==> config.mk <==
export PLATFORM = sky130hd
export DESIGN_NAME = arith_host_port
export DESIGN_NICKNAME = d
export VERILOG_FILES = /design/src/arith_port_pkg.sv /design/src/arith_host_port.sv /design/src/operand_stack.sv
export SDC_FILE = /design/constraint.sdc
export NUM_CORES = 1
export LEC_CHECK = 0
export ABC_AREA = 0
export BUFFER_PORTS_ARGS = -buffer_cell sky130_fd_sc_hd__buf_2
export CAP_MARGIN = 0
export CORE_AREA = 2 2 114 116
export CTS_BUF_LIST = sky130_fd_sc_hd__clkbuf_4 sky130_fd_sc_hd__clkbuf_8 sky130_fd_sc_hd__clkbuf_16
export DETAILED_ROUTE_END_ITERATION = 7
export DIE_AREA = 0 0 116 118
export HOLD_SLACK_MARGIN = 0.08
export PLACE_DENSITY = 0.77
export SYNTH_ARGS = -nofsm -noshare
export SYNTH_HDL_FRONTEND = slang
export SYNTH_SLANG_ARGS = --single-unit
==> constraint.sdc <==
create_clock -name mclk_i -period 2.7 [get_ports mclk_i]
set_input_delay 0.27 -clock mclk_i [delete_from_list [all_inputs] [get_ports mclk_i]]
set_output_delay 0.27 -clock mclk_i [all_outputs]
set_load 0.02 [all_outputs]
==> src/arith_port_pkg.sv <==
// constants shared by the arithmetic coprocessor host port
// assumes a single 25 MHz clock and an active-low asynchronous reset
package arith_port_pkg;
  localparam int unsigned CLK_MHZ = 25;
  localparam int unsigned STACK_DEPTH = 8;
  localparam int unsigned WORD_W = 16;
  localparam int unsigned SREQ_BIT = 7;
  localparam int unsigned PREC_BIT = 6;
  localparam int unsigned FIXED_BIT = 5;
  // default execution time of one command, in clock cycles
  localparam int unsigned EXEC_CYCLES = 16;
  localparam logic [7:0] STATUS_RST = 8'h00;
  localparam logic [7:0] CMD_RST = 8'h00;
  localparam int unsigned ST_BUSY = 7;
  localparam int unsigned ST_SIGN = 6;
  localparam int unsigned ST_ZERO = 5;
  typedef enum logic [1:0] {
    XFER_PUSH,
    XFER_POP,
    XFER_CMD,
    XFER_STATUS
  } xfer_type;
  typedef enum {
    BUS_IDLE,
    BUS_WR_WAIT,
    BUS_WR_HOLD,
    BUS_RD_HOLD
  } bus_state_type;
endpackage : arith_port_pkg

==> src/arith_host_port.sv <==
// host-side bus port of a stack arithmetic coprocessor
// assumes strobes, select and acknowledges arrive asynchronously and are
// synchronised here; the arithmetic engine is modelled by a busy timer
module arith_host_port #(
  parameter int unsigned EXEC_CYCLES = arith_port_pkg::EXEC_CYCLES
) (
  input wire logic mclk_i,
  input wire logic rst_n_i,
  input wire logic reset_i,
  input wire logic cs_n_i,
  input wire logic rd_n_i,
  input wire logic wr_n_i,
  input wire logic cmd_data_i,
  input wire logic [7:0] host_data_lines_i,
  output logic [7:0] host_data_lines_o,
  output logic host_data_lines_oe_o,
  output logic wait_n_o,
  output logic done_n_o,
  output logic done_n_oe_o,
  input wire logic completion_ack_n_i,
  output logic service_request_out_o,
  input wire logic service_ack_in_n_i
);
  import arith_port_pkg::*;

  //////////////////////////////////////////////////////////////////////////
  // pin synchronisers; first stage feeds only the second
  logic [6:0] sync1_ff;
  logic [6:0] sync2_ff;
  logic [7:0] data1_ff;
  logic [7:0] data2_ff;
  always_ff @(posedge mclk_i or negedge rst_n_i) begin
    if (!rst_n_i) begin
      sync1_ff <= 7'h3f;
      sync2_ff <= 7'h3f;
      data1_ff <= 8'h00;
      data2_ff <= 8'h00;
    end else begin
      sync1_ff <= {reset_i, cs_n_i, rd_n_i, wr_n_i, cmd_data_i, completion_ack_n_i, service_ack_in_n_i};
      sync2_ff <= sync1_ff;
      data1_ff <= host_data_lines_i;
      data2_ff <= data1_ff;
    end
  end

  wire dev_reset = sync2_ff[6];
  wire cs_n_s = sync2_ff[5];
  wire rd_n_s = sync2_ff[4];
  wire wr_n_s = sync2_ff[3];
  wire cd_s = sync2_ff[2];
  wire completion_ack_n_n_s = sync2_ff[1];
  wire sack_n_s = sync2_ff[0];

  //////////////////////////////////////////////////////////////////////////
  // strobe edge detection on the synchronised copies
  logic rd_n_d_ff;
  logic wr_n_d_ff;
  logic cs_n_d_ff;
  logic cs_armed_ff;

  wire can_start = !cs_n_s && (cs_armed_ff || cs_n_d_ff);
  // both strobes low is undefined, so neither is taken
  wire both_low = !rd_n_s && !wr_n_s;
  wire rd_fall = rd_n_d_ff && !rd_n_s && can_start && !both_low;
  wire wr_fall = wr_n_d_ff && !wr_n_s && can_start && !both_low;
  wire wr_rise = !wr_n_d_ff && wr_n_s;
  wire rd_rise = !rd_n_d_ff && rd_n_s;

  always_ff @(posedge mclk_i or negedge rst_n_i) begin
    if (!rst_n_i) begin
      rd_n_d_ff <= 1'b1;
      wr_n_d_ff <= 1'b1;
      cs_n_d_ff <= 1'b1;
      cs_armed_ff <= 1'b0;
    end else begin
      rd_n_d_ff <= rd_n_s;
      wr_n_d_ff <= wr_n_s;
      cs_n_d_ff <= cs_n_s;
      // an access is taken once per select fall; if its strobe falls in the select-fall cycle, a held select can start another
      if (cs_n_s) begin
        cs_armed_ff <= 1'b0;
      end else if (cs_n_d_ff) begin
        cs_armed_ff <= 1'b1;
      end else if (rd_fall || wr_fall) begin
        cs_armed_ff <= 1'b0;
      end
    end
  end

  // transfer type from command/data line and read strobe
  xfer_type xfer;
  assign xfer = cd_s ? (rd_fall ? XFER_STATUS : XFER_CMD)
                     : (rd_fall ? XFER_POP : XFER_PUSH);

  //////////////////////////////////////////////////////////////////////////
  // bus handshake state machine
  bus_state_type state_ff;
  bus_state_type nxt_state;
  logic busy_ff;
  logic cmd_pend_ff;
  logic [7:0] cmd_ff;
  // request bit of the command now running; a parked command may replace cmd_ff
  logic run_sreq_ff;
  logic [7:0] rd_data_ff;
  logic [7:0] status_ff;
  logic [$clog2(EXEC_CYCLES+1)-1:0] exec_cnt_ff;

  wire exec_done = busy_ff && (exec_cnt_ff == '0);
  wire take_wr = (state_ff == BUS_IDLE) && wr_fall;
  wire take_rd = (state_ff == BUS_IDLE) && rd_fall;
  // a command written while busy is parked until the running one ends
  wire cmd_accept = (state_ff == BUS_WR_WAIT) && cmd_pend_ff && (!busy_ff || exec_done);

  always_comb begin
    nxt_state = state_ff;
    unique case (state_ff)
      BUS_IDLE: begin
        if (take_wr) begin
          nxt_state = BUS_WR_WAIT;
        end else if (take_rd) begin
          nxt_state = BUS_RD_HOLD;
        end
      end
      BUS_WR_WAIT: begin
        if (!cmd_pend_ff || cmd_accept) begin
          nxt_state = BUS_WR_HOLD;
        end
      end
      BUS_WR_HOLD: begin
        if (wr_rise || wr_n_s) begin
          nxt_state = BUS_IDLE;
        end
      end
      BUS_RD_HOLD: begin
        if (rd_rise || rd_n_s) begin
          nxt_state = BUS_IDLE;
        end
      end
    endcase
  end

  // wait is low from strobe take until data is settled or command accepted
  assign wait_n_o = !((state_ff == BUS_WR_WAIT) || take_wr || take_rd);
  // write wait is two cycles when the device is free, never longer than needed

  //////////////////////////////////////////////////////////////////////////
  // operand stack
  wire push_s = take_wr && (xfer == XFER_PUSH);
  wire pop_s = take_rd && (xfer == XFER_POP);
  logic [7:0] top_byte;
  operand_stack #(
    .DEPTH(STACK_DEPTH)
  ) u_stack (
    .mclk_i(mclk_i),
    .rst_n_i(rst_n_i),
    .push_i(push_s),
    .pop_i(pop_s),
    .wr_byte_i(data2_ff),
    .pop_shift_i(1'b0),
    .top_byte_o(top_byte),
    .stack_top_o()
  );

  //////////////////////////////////////////////////////////////////////////
  // command register, busy timer and status
  always_ff @(posedge mclk_i or negedge rst_n_i) begin
    if (!rst_n_i) begin
      state_ff <= BUS_IDLE;
      busy_ff <= 1'b0;
      cmd_pend_ff <= 1'b0;
      cmd_ff <= CMD_RST;
      run_sreq_ff <= 1'b0;
      exec_cnt_ff <= '0;
      status_ff <= STATUS_RST;
      rd_data_ff <= 8'h00;
    end else if (dev_reset) begin
      // device reset ends execution and clears status but keeps the command
      state_ff <= BUS_IDLE;
      busy_ff <= 1'b0;
      cmd_pend_ff <= 1'b0;
      exec_cnt_ff <= '0;
      status_ff <= STATUS_RST;
    end else begin
      state_ff <= nxt_state;
      if (take_wr && xfer == XFER_CMD) begin
        cmd_pend_ff <= 1'b1;
        cmd_ff <= data2_ff;
      end else if (cmd_accept) begin
        cmd_pend_ff <= 1'b0;
      end
      if (cmd_accept) begin
        busy_ff <= 1'b1;
        run_sreq_ff <= cmd_ff[SREQ_BIT];
        exec_cnt_ff <= ($clog2(EXEC_CYCLES+1))'(EXEC_CYCLES - 1);
      end else if (exec_done) begin
        busy_ff <= 1'b0;
      end else if (busy_ff) begin
        exec_cnt_ff <= exec_cnt_ff - 1'b1;
      end
      status_ff[ST_BUSY] <= cmd_accept || (busy_ff && !exec_done);
      // read data captured at the strobe; msb of the top word leaves first
      if (take_rd) begin
        rd_data_ff <= (xfer == XFER_STATUS) ? status_ff : top_byte;
      end
    end
  end

  // data bus driven for as long as the read strobe is held
  assign host_data_lines_o = rd_data_ff;
  assign host_data_lines_oe_o = (state_ff == BUS_RD_HOLD) && !rd_n_s && !cs_n_s;

  //////////////////////////////////////////////////////////////////////////
  // completion and service request flags
  logic done_ff;
  logic sreq_ff;
  // clear after read fall or write rise with select low
  wire access_clr = take_rd || (wr_rise && !cs_n_s);
  always_ff @(posedge mclk_i or negedge rst_n_i) begin
    if (!rst_n_i) begin
      done_ff <= 1'b0;
      sreq_ff <= 1'b0;
    end else if (dev_reset) begin
      done_ff <= 1'b0;
      sreq_ff <= 1'b0;
    end else begin
      // completion sets over an ack or access clear in the same cycle, so a held ack yields one pulse
      if (exec_done) begin
        done_ff <= 1'b1;
      end else if (!completion_ack_n_n_s || access_clr) begin
        done_ff <= 1'b0;
      end
      if (exec_done) begin
        sreq_ff <= run_sreq_ff;
      end else if (!sack_n_s) begin
        sreq_ff <= 1'b0;
      end
    end
  end

  // open-drain flag: pulled low while done, released otherwise
  assign done_n_o = 1'b0;
  assign done_n_oe_o = done_ff;
  assign service_request_out_o = sreq_ff;
endmodule : arith_host_port

==> src/operand_stack.sv <==
// byte-addressed operand stack of 16-bit words for the host port
// assumes pushes and pops arrive as single-cycle strobes from the port logic
module operand_stack #(
  parameter int unsigned DEPTH = arith_port_pkg::STACK_DEPTH
) (
  input wire logic mclk_i,
  input wire logic rst_n_i,
  input wire logic push_i,
  input wire logic pop_i,
  input wire logic [7:0] wr_byte_i,
  input wire logic pop_shift_i,
  output logic [7:0] top_byte_o,
  output logic [15:0] stack_top_o
);
  import arith_port_pkg::*;

  localparam int unsigned BYTES = DEPTH * 2;
  localparam int unsigned PW = $clog2(BYTES);

  // the stack is held as a byte ring so odd transfer counts just skew alignment
  logic [7:0] mem_ff [BYTES];
  logic [PW-1:0] ptr_ff;
  wire [PW-1:0] ptr_dn = ptr_ff - PW'(1);
  wire [PW-1:0] ptr_up = ptr_ff + PW'(1);
  wire [PW-1:0] ptr_lo = ptr_ff - PW'(2);

  //////////////////////////////////////////////////////////////////////////
  // pointer moves; wraps round like a ring, so overflow overwrites the bottom
  always_ff @(posedge mclk_i or negedge rst_n_i) begin
    if (!rst_n_i) begin
      ptr_ff <= '0;
    end else if (push_i) begin
      ptr_ff <= ptr_up;
    end else if (pop_i || pop_shift_i) begin
      ptr_ff <= ptr_dn;
    end
  end

  // storage has no reset, contents after reset are undefined as allowed
  always_ff @(posedge mclk_i) begin
    if (push_i) begin
      mem_ff[ptr_ff] <= wr_byte_i;
    end
  end

  // top byte is the most recent push, which is the msb of the top word
  assign top_byte_o = mem_ff[ptr_dn];
  assign stack_top_o = {mem_ff[ptr_dn], mem_ff[ptr_lo]};
endmodule : operand_stack

==> impl_metrics.tcl, run 1 <==
set metrics [dict create \
    status "finished, final reports clean" \
    tightest_slew_ns 0.614 \
    worst-endpoint-required_ns 2.76 \
    ant_nets 0 \
    netlist_instances 402 \
    synth_area_per_cell_sq_um 18.4 \
    row_count 41 \
    p_leak_nw 3.10 \
    max_slew_margin_pct 59.1 \
    synth_cell_types 53 \
    grt_overflow 0 \
    mostFrequentLayoutCell "edfxtp_1" \
    synth_area_leader_cell "edfxtp_1" \
    num_vias 3730 \
    htree_levels 4 \
    grt_pass1_wl_um 21600 \
    worstSetupPathType "reg2reg" \
    max_stage_delay_ns 0.48 \
    die_w_um 116 \
    synth_seq_cells 188 \
    max-cap-violations 0 \
    ir_drop_uv 583 \
    rsz0062_at_grt "no" \
    num_io_pins 30 \
    routed_via_density 5.78 \
    timing.fmax_ghz 0.424 \
    die_area_sq_mm 0.0137 \
    drc 0 \
    dp_hpwl_um 8500 \
    gr-usage-all-layers_pct 22.1 \
    numCtsBuffers 17 \
    cp_max_fo 10 \
    antenna_found_initial 0 \
    placed_area_sq_mm 0.00772 \
    area_delta_synth_final_pct 14.2 \
    clk_pin_slew_ns 0.06 \
    clock_latency_ns 0.43 \
    fin_area_sq_mm 0.00844 \
    die_y_um 118 \
    routabilityCongestion 0.777 \
    grt_max_degree 31 \
    start_kind "flip-flop" \
    cts_buffer_depth 2 \
    port-buffer-count 28 \
    cp-end-kind "flip-flop" \
    power_density_mw_per_mm2 958 \
    synth_nets 424 \
    skew_ns 0.0106 \
    wl_per_cell_um 21.4 \
    core_sq_mm 0.0124 \
    drt-initial-drc-count 360 \
    post-route-min-period_ns 2.36 \
    ctsResizeCount 0 \
    setup_viol 0 \
    hp-class "in2async" \
    firstDrtPassIters 4 \
    arrival_ns 2.42 \
    cts.sinks 188 \
    ys_warn_count 0 \
    synth_top_area_share_pct 52.1 \
    nets 482 \
    n_fill_cell 821 \
    layout-drive-gt1-share_pct 24.1 \
    cts_tree "done" \
    wirelength_um 13800 \
    hold_viol_final 0 \
    crit_chain "nor3_1 > and3_1 > nor3b_2 > and2_1" \
    synthTopCellsByArea "edfxtp_1 (52%), dfrtp_1 (15%), mux4_1 (8.2%), dfstp_2 (5.3%), mux4_2 (2.7%)" \
    syn_area_sq_mm 0.00738 \
    final_cell_mix "edfxtp_1 (128), dfrtp_1 (44), buf_2 (28)" \
    start_util_pct 59.5 \
    slew_violations 0 \
    antenna_cells 0 \
    slowest_stage "and2_1" \
    grt_pass1_vias 3770 \
    min_period_over_period_pct 87.3 \
    ys_seq_area_share_pct 72.6 \
    cts_setup_buffers 0 \
    final.setup.tns_ns 0 \
    root_buffer "clkbuf_16" \
]
logic make-up (layout without fill, tap and decap cells):
group | count (synthesis) | count (layout) | share of synthesized area (%)
mux | 53 | 53 | 13.9
compound gates | 40 | 40 | 3.36
flops | 188 | 188 | 72.6
fa+ha+maj | 5 | 5 | 0.847
other cells | 1 | 1 | 0.0508
simple gates | 81 | 81 | 5.88
buf+inv | 29 | 100 | 2.49
xor+xnor | 5 | 5 | 0.797
through the flow:
stage | worst slack, ns | instances | util (%) | hold WS [ns] | total power, mW
5_1_grt | 0.176 | 645 | 68.0 | 0.358 | 8.43
3_5_place_dp | 0.333 | 597 | 62.2 | 0.272 | 5.77
2_1_floorplan | 0.300 | 402 | - | -0.0256 | 5.26
3_3_place_gp | 0.448 | 597 | 62.2 | 0.264 | 5.74
6_report | 0.343 | 645 | 68.0 | 0.340 | 8.08
4_1_cts | 0.308 | 645 | 68.0 | 0.347 | 8.15
power breakdown:
part | switching (mW) | total (mW) | internal (mW) | leakage (nW)
combinational | 1.23 | 2.37 | 1.14 | 0.945
sequential | 0.151 | 3.37 | 3.22 | 1.88
clock | 0.990 | 2.34 | 1.35 | 0.274
total | 2.37 | 8.08 | 5.71 | 3.10
path summary, 6_finish.rpt:
check	startpoint	end	slack (ns)	cells past startpoint
setup / recovery	state_ff[1]	u_stack.mem_ff[3][4]	0.34	4
hold / removal	rst_n_i	data1_ff[5]	0.34	2
setup reg to reg	state_ff[1]	u_stack.mem_ff[3][4]	0.34	4
hold reg to reg	data1_ff[6]	data2_ff[6]	0.35	0
max in group asynchronous	rst_n_i	sync2_ff[0]	1.62	3
min in group mclk_i	data1_ff[6]	data2_ff[6]	0.35	0
routing by layer:
layer | GRT usage (%) | wire, um | up-vias | part of all wire, %
li1 | - | - | 1682 | -
met1 | 31.1 | 5930 | 1933 | 43
met2 | 34.2 | 7000 | 95 | 51
met3 | 5.41 | 630 | 20 | 4.6
met4 | 7.59 | 242 | 0 | 1.8
met5 | 0 | 0 | - | 0
registers in the layout (all words and copies together), names as in the netlist, 2 cells and up:
signal / cells
u_stack.mem_ff: 128
data1_ff: 8
data2_ff: 8
host_data_lines_o: 8
sync1_ff: 7
sync2_ff: 7
exec_cnt_ff: 5
u_stack.ptr_ff: 4
state_ff: 2
critical path: cells and delay by family (launching register included):
kind	cells	cell delay, ns
flip-flops	1	0.47
AND/OR/NAND/NOR	4	1.51
synthesized netlist by cell type (all sizes together):
library cell and count:
o22ai 1, and2 8, a32oi 1, nor4 1, o21a 1, dfstp 15, o31ai 1, a21oi 6
ha 5, nand2 21, o21ai 18, clkbuf 11, dfrtp 45, xor2 1, edfxtp 128, nor2 13
or2 1, o22a 1, xnor2 4, o21bai 1, a31oi 3, nor2b 3, a311oi 1, a21boi 1
nand3 5, and3 3, a211oi 3, nand4 3, nor3b 2, and3b 1, mux4 32, conb 1
and4bb 2, a2111oi 1, nand3b 3, or3b 1, inv 9, a22oi 1, nand2b 4, buf 9
mux2i 11, or4 1, nor3 9, mux2 10
timing repair:
action / 4_1_cts / 5_1_grt
endpoints found under the hold margin: 31 / 0
setup endpoints to repair: 0 / 0
hold buffers: 16 / 0
cell type report:
class / count / area (sq um) / share of cell area [%]
Sequential cell: 188 / 5370 / 63.6
Tap cell: 172 / 215 / 2.55
Multi-Input combinational cell: 185 / 1840 / 21.8
Inverter: 9 / 33.8 / 0.400
Clock inverter: 14 / 126 / 1.50
Timing Repair Buffer: 59 / 425 / 5.04
Clock buffer: 18 / 433 / 5.13
Note: power is estimated with default switching activity, not from simulation.
==> run 2: changes to the inputs <==
--- a/config.mk
+++ b/config.mk
@@ -16,2 +16,3 @@
 export PLACE_DENSITY = 0.77
+export SLEW_MARGIN = 20
 export SYNTH_ARGS = -nofsm -noshare
==> constraint.sdc (replaced) <==
create_clock -name mclk_i -period 2.7 [get_ports mclk_i]
set_input_delay 0.405 -clock mclk_i [delete_from_list [all_inputs] [get_ports mclk_i]]
set_output_delay 0.405 -clock mclk_i [all_outputs]
set_load 0.02 [all_outputs]
==> run 2 against run 1 <==
Highest routed layer unchanged. Largest cell class unchanged. Wire length fell by 0.70%. Critical path depth rose by 4. Register-to-register slack improved by 0.02 ns.
==> impl_metrics.tcl, run 2 (synthesis results as in run 1) <==
set metrics [dict create \
    status "finished, final reports clean" \
    cts_buffer_depth 2 \
    cts.sinks 188 \
    finalPower_mw 8.32 \
    grt_pass1_wl_um 21300 \
    gr-usage-all-layers_pct 21.8 \
    core_sq_mm 0.0124 \
    cpMostUsedCell "o21ai_1" \
    grt_overflow 0 \
    fin_area_sq_mm 0.00849 \
    numCtsBuffers 17 \
    holdPathStages 0 \
    layout-drive-gt1-share_pct 25.1 \
    top_register "u_stack.mem_ff" \
    area_delta_synth_final_pct 15.0 \
    crit_chain "inv_1 > ha_1 > buf_4 > mux4_2 > mux2i_1 > nand2_1 > o21ai_1 > o21ai_1" \
    seqPwrFrac_pct 40.5 \
    setup_viol 0 \
    max-cap-violations 0 \
    hp-class "reg2reg" \
    drt-initial-drc-count 326 \
    swShare_pct 29.7 \
    rsz0062_at_grt "no" \
    clk_pin_slew_ns 0.07 \
    power_frac_clock_pct 30.7 \
    ctsResizeCount 0 \
    slew_violations 0 \
    min_period_over_period_pct 86.6 \
    max_stage_delay_ns 0.53 \
    arrival_ns 2.64 \
    clock_latency_ns 0.43 \
    ir_drop_uv 597 \
    wl_met3_um 829 \
    final_util_pct 68.4 \
    power_frac_comb_pct 28.9 \
    slowest_stage "ha_1" \
    row_count 41 \
    r2r_cells 8 \
    wl_per_cell_um 21.2 \
    intPower_mw 5.85 \
    dr.max_layer_used "met4" \
    die_w_um 116 \
    mostFrequentLayoutCell "edfxtp_1" \
    start_util_pct 59.5 \
    hold_viol_final 0 \
    drc 0 \
    grt_max_degree 39 \
    routed_via_density 5.81 \
    firstDrtPassIters 4 \
    die_y_um 118 \
    worst-endpoint-required_ns 3.00 \
    ctsHoldBuffers 16 \
    power_density_mw_per_mm2 980 \
    max_slew_margin_pct 56.9 \
    cts_setup_buffers 0 \
    met2WireLength_um 6450 \
    start_kind "flip-flop" \
    placed_area_sq_mm 0.00772 \
    nets 484 \
    setup_slack_ns 0.363 \
    antenna_cells 0 \
    num_io_pins 30 \
    cp_max_fo 9 \
    die_area_sq_mm 0.0137 \
    final.setup.tns_ns 0 \
    netSwitchingPower_mw 2.47 \
    wl_met1_um 5990 \
    htree_levels 4 \
    worstSetupPathType "reg2reg" \
    pre_cts_ws_ns 0.378 \
    timing.fmax_ghz 0.428 \
    tightest_slew_ns 0.647 \
    wirelength_um 13700 \
    skew_ns 0.00818 \
    cts_tree "done" \
    ant_nets 0 \
    largest_reg_flops 128 \
    grt_pass1_vias 3762 \
    post-route-min-period_ns 2.34 \
    final_cell_mix "edfxtp_1 (128), dfrtp_1 (44), buf_2 (28)" \
    routabilityCongestion 0.819 \
    dp_hpwl_um 8580 \
    root_buffer "clkbuf_16" \
    p_leak_nw 3.13 \
    cp-end-kind "flip-flop" \
    port-buffer-count 28 \
    antenna_found_initial 0 \
    num_vias 3762 \
]
## run 2: changes by cell type in the layout (fill, tap and decap cells not counted), sizes merged
cell	delta
clkinv	-5
buf	+2
clkinvlp	-1
inv	+5
bufinv	+1
## run 2: layout make-up
cell class              count  area [sq um]
flip-flops and latches    188          5370
fillers                   825          3920
multi-input cells         185          1840
clock buffers              18           433
repair buffers             61           428
well taps                 172           215
clock inverters            14           179
inverters                   9          33.8
## run 2: through the flow
stage                     hold WS [ns]  std cells
after floorplan                  0.109        402
after global placement           0.332        599
after detailed placement         0.336        599
after CTS                        0.351        647
after global routing             0.356        647
final                            0.350        647
## run 2: worst max-delay path, delay by kind of cell, from the launching register on
kind                     cells  cell delay (ns)
multiplexers                 2             0.60
flip-flops                   1             0.45
buffers and inverters        2             0.35
AO/OA/AOI/OAI                2             0.19
AND/OR/NAND/NOR              1             0.09
adder cells (fa/ha/maj)      1             0.53
## run 2: layer usage
layer / global-route usage, % / vias to the layer above
met5: 0 / -
met4: 9.90 / 0
met2: 31.8 / 133
li1: - / 1692
met1: 31.5 / 1906
met3: 5.56 / 31
## run 2: final timing paths
check / startpoint / to / slack [ns]
worst max-delay path: u_stack.ptr_ff[1] / host_data_lines_o[6] / 0.36
worst min-delay path: data1_ff[3] / data2_ff[3] / 0.35
worst max register to register: u_stack.ptr_ff[1] / host_data_lines_o[6] / 0.36
worst min register to register: data1_ff[3] / data2_ff[3] / 0.35
max in group asynchronous: rst_n_i / sync1_ff[4] / 1.46
min in group asynchronous: rst_n_i / done_n_oe_o / 0.52
## run 2: power groups by stage
stage	clock (mW)	sequential (mW)	combinational (mW)
after floorplan	0	3.42	1.84
after global placement	0	3.41	2.36
after detailed placement	0	3.43	2.38
after CTS	2.60	3.37	2.40
after global routing	2.71	3.38	2.60
final	2.55	3.37	2.40
==> run 3: changes to the inputs <==
BUFFER_PORTS_ARGS = -buffer_cell sky130_fd_sc_hd__buf_4   (was -buffer_cell sky130_fd_sc_hd__buf_2)
==> run 3 against run 2 <==
Final cell count fell by 0.46%. Global-route usage decreased by 0.72 points. Clock-buffer cell count shrank 1. Utilization is 0.060 points higher. Via count decreased by 1.2%. Critical path depth fell by 4. Sequential power is essentially flat. Power is 2.2% lower. Die area did not move. Register-to-register slack gained 0.03 ns.
==> impl_metrics.tcl, run 3 (synthesis results as in run 1) <==
set metrics [dict create \
    arrival_ns 2.39 \
    grt_max_degree 61 \
    layout-drive-gt1-share_pct 24.2 \
    ant_nets 0 \
    drt-initial-drc-count 321 \
    crit_chain "nor3_1 > and3_1 > nor3b_2 > and2_1" \
    routed_via_density 5.77 \
    antenna_found_initial 0 \
    power_density_mw_per_mm2 958 \
    port-buffer-count 28 \
    rr_startpoint "state_ff[0]" \
    wl_per_cell_um 20.7 \
    hp-class "reg2reg" \
    die_y_um 118 \
    worst-endpoint-required_ns 2.78 \
    rsz0062_at_grt "no" \
    die_area_sq_mm 0.0137 \
    max_slew_margin_pct 50.7 \
    clk_pin_slew_ns 0.06 \
    p_leak_nw 3.10 \
    worstReg2RegEnd "u_stack.mem_ff[3][2]" \
    setup_viol 0 \
    n_fill_cell 801 \
    max_stage_delay_ns 0.49 \
    antenna_cells 0 \
    start_kind "flip-flop" \
    cp-end-kind "flip-flop" \
    status "finished, final reports clean" \
    start_util_pct 59.5 \
    grt_pass1_vias 3640 \
    cts_buffer_depth 2 \
    grt_pass1_wl_um 20700 \
    numCtsBuffers 17 \
    mostFrequentLayoutCell "edfxtp_1" \
    post-route-min-period_ns 2.31 \
    hold_start "data1_ff[4]" \
    drc 0 \
    dp_hpwl_um 8440 \
    r2r_slack_ns 0.39 \
    grt_overflow 0 \
    num_vias 3715 \
    die_w_um 116 \
    worstSetupPathType "reg2reg" \
    ir_drop_uv 563 \
    holdPathStages 0 \
    firstDrtPassIters 5 \
    placed_area_sq_mm 0.00777 \
    cts_setup_buffers 0 \
    r2r_cells 4 \
    cts_tree "done" \
    routabilityCongestion 0.786 \
    slowest_stage "dfrtp_1" \
    hold-path-endpoint "data2_ff[4]" \
    top_register "u_stack.mem_ff" \
    ctsHoldBuffers 16 \
    final.setup.tns_ns 0 \
    root_buffer "clkbuf_16" \
    cts.sinks 188 \
    final_cell_mix "edfxtp_1 (128), dfrtp_1 (44), buf_4 (42)" \
    clock_latency_ns 0.43 \
    nets 481 \
    largest_reg_flops 128 \
    hold_viol_final 0 \
    core_sq_mm 0.0124 \
    tightest_slew_ns 0.740 \
    fin_area_sq_mm 0.00850 \
    num_io_pins 30 \
    timing.fmax_ghz 0.433 \
    wirelength_um 13300 \
    area_delta_synth_final_pct 15.1 \
    row_count 41 \
    min_period_over_period_pct 85.5 \
    htree_levels 4 \
    ctsResizeCount 0 \
    gr-usage-all-layers_pct 21.1 \
    max-cap-violations 0 \
    cp_max_fo 10 \
    skew_ns 0.00797 \
    slew_violations 0 \
]
[run 3: cell types whose count changed in the layout (fill, tap and decap cells not counted), sizes merged]
cell / before / now
buf: 45 / 42
clkinvlp: 1 / 4
clkbuf: 18 / 17
inv: 16 / 12
bufinv: 3 / 2
clkinv: 3 / 6
[run 3: through the flow]
step	util [%]	power (mW)	cells	setup WS, ns	hold slack, ns
floorplan	-	5.26	402	0.300	0.109
global placement	62.6	5.76	596	0.489	0.332
detailed placement	62.6	5.81	596	0.438	0.335
CTS	68.5	8.22	644	0.434	0.350
global route	68.5	8.50	644	0.167	0.355
finish	68.5	8.14	644	0.391	0.348
[run 3: per-layer routing]
layer | global-route usage, % | up-vias | routed length (um)
met4 | 8.33 | 0 | 223
li1 | - | 1684 | -
met2 | 31.3 | 141 | 6570
met3 | 5.66 | 19 | 852
met5 | 0 | - | 0
met1 | 30.2 | 1871 | 5660
[run 3: critical path, delay by kind of cell, from the launching register on]
kind,cells,cell delay (ns)
simple gates,4,1.45
flops,1,0.49
[run 3: worst max-delay path by stage]
stage	from	end	slack [ns]	depth (start not counted)
2_1_floorplan	u_stack.ptr_ff[0]	host_data_lines_o[5]	0.30	11
3_3_place_gp	state_ff[1]	u_stack.mem_ff[0][0]	0.49	4
3_5_place_dp	state_ff[0]	u_stack.mem_ff[3][0]	0.44	4
4_1_cts	state_ff[0]	u_stack.mem_ff[0][5]	0.43	4
5_1_grt	state_ff[1]	u_stack.mem_ff[0][1]	0.17	4
6_report	state_ff[0]	u_stack.mem_ff[3][2]	0.39	4
[run 3: final cells by class]
class | instances | area, sq um | area share [%]
sequential | 188 | 5370 | 63.1
clock inverter | 15 | 146 | 1.72
clock buffer | 17 | 425 | 5.01
multi-input combinational | 185 | 1840 | 21.6
inverter | 9 | 33.8 | 0.398
timing repair buffer | 58 | 475 | 5.59
tap | 172 | 215 | 2.53
[run 3: where the power goes]
part,internal [mW],leakage [nW],switching [mW],total [mW]
Combinational,1.15,0.952,1.23,2.38
Clock,1.36,0.269,1.04,2.40
Sequential,3.22,1.88,0.149,3.37
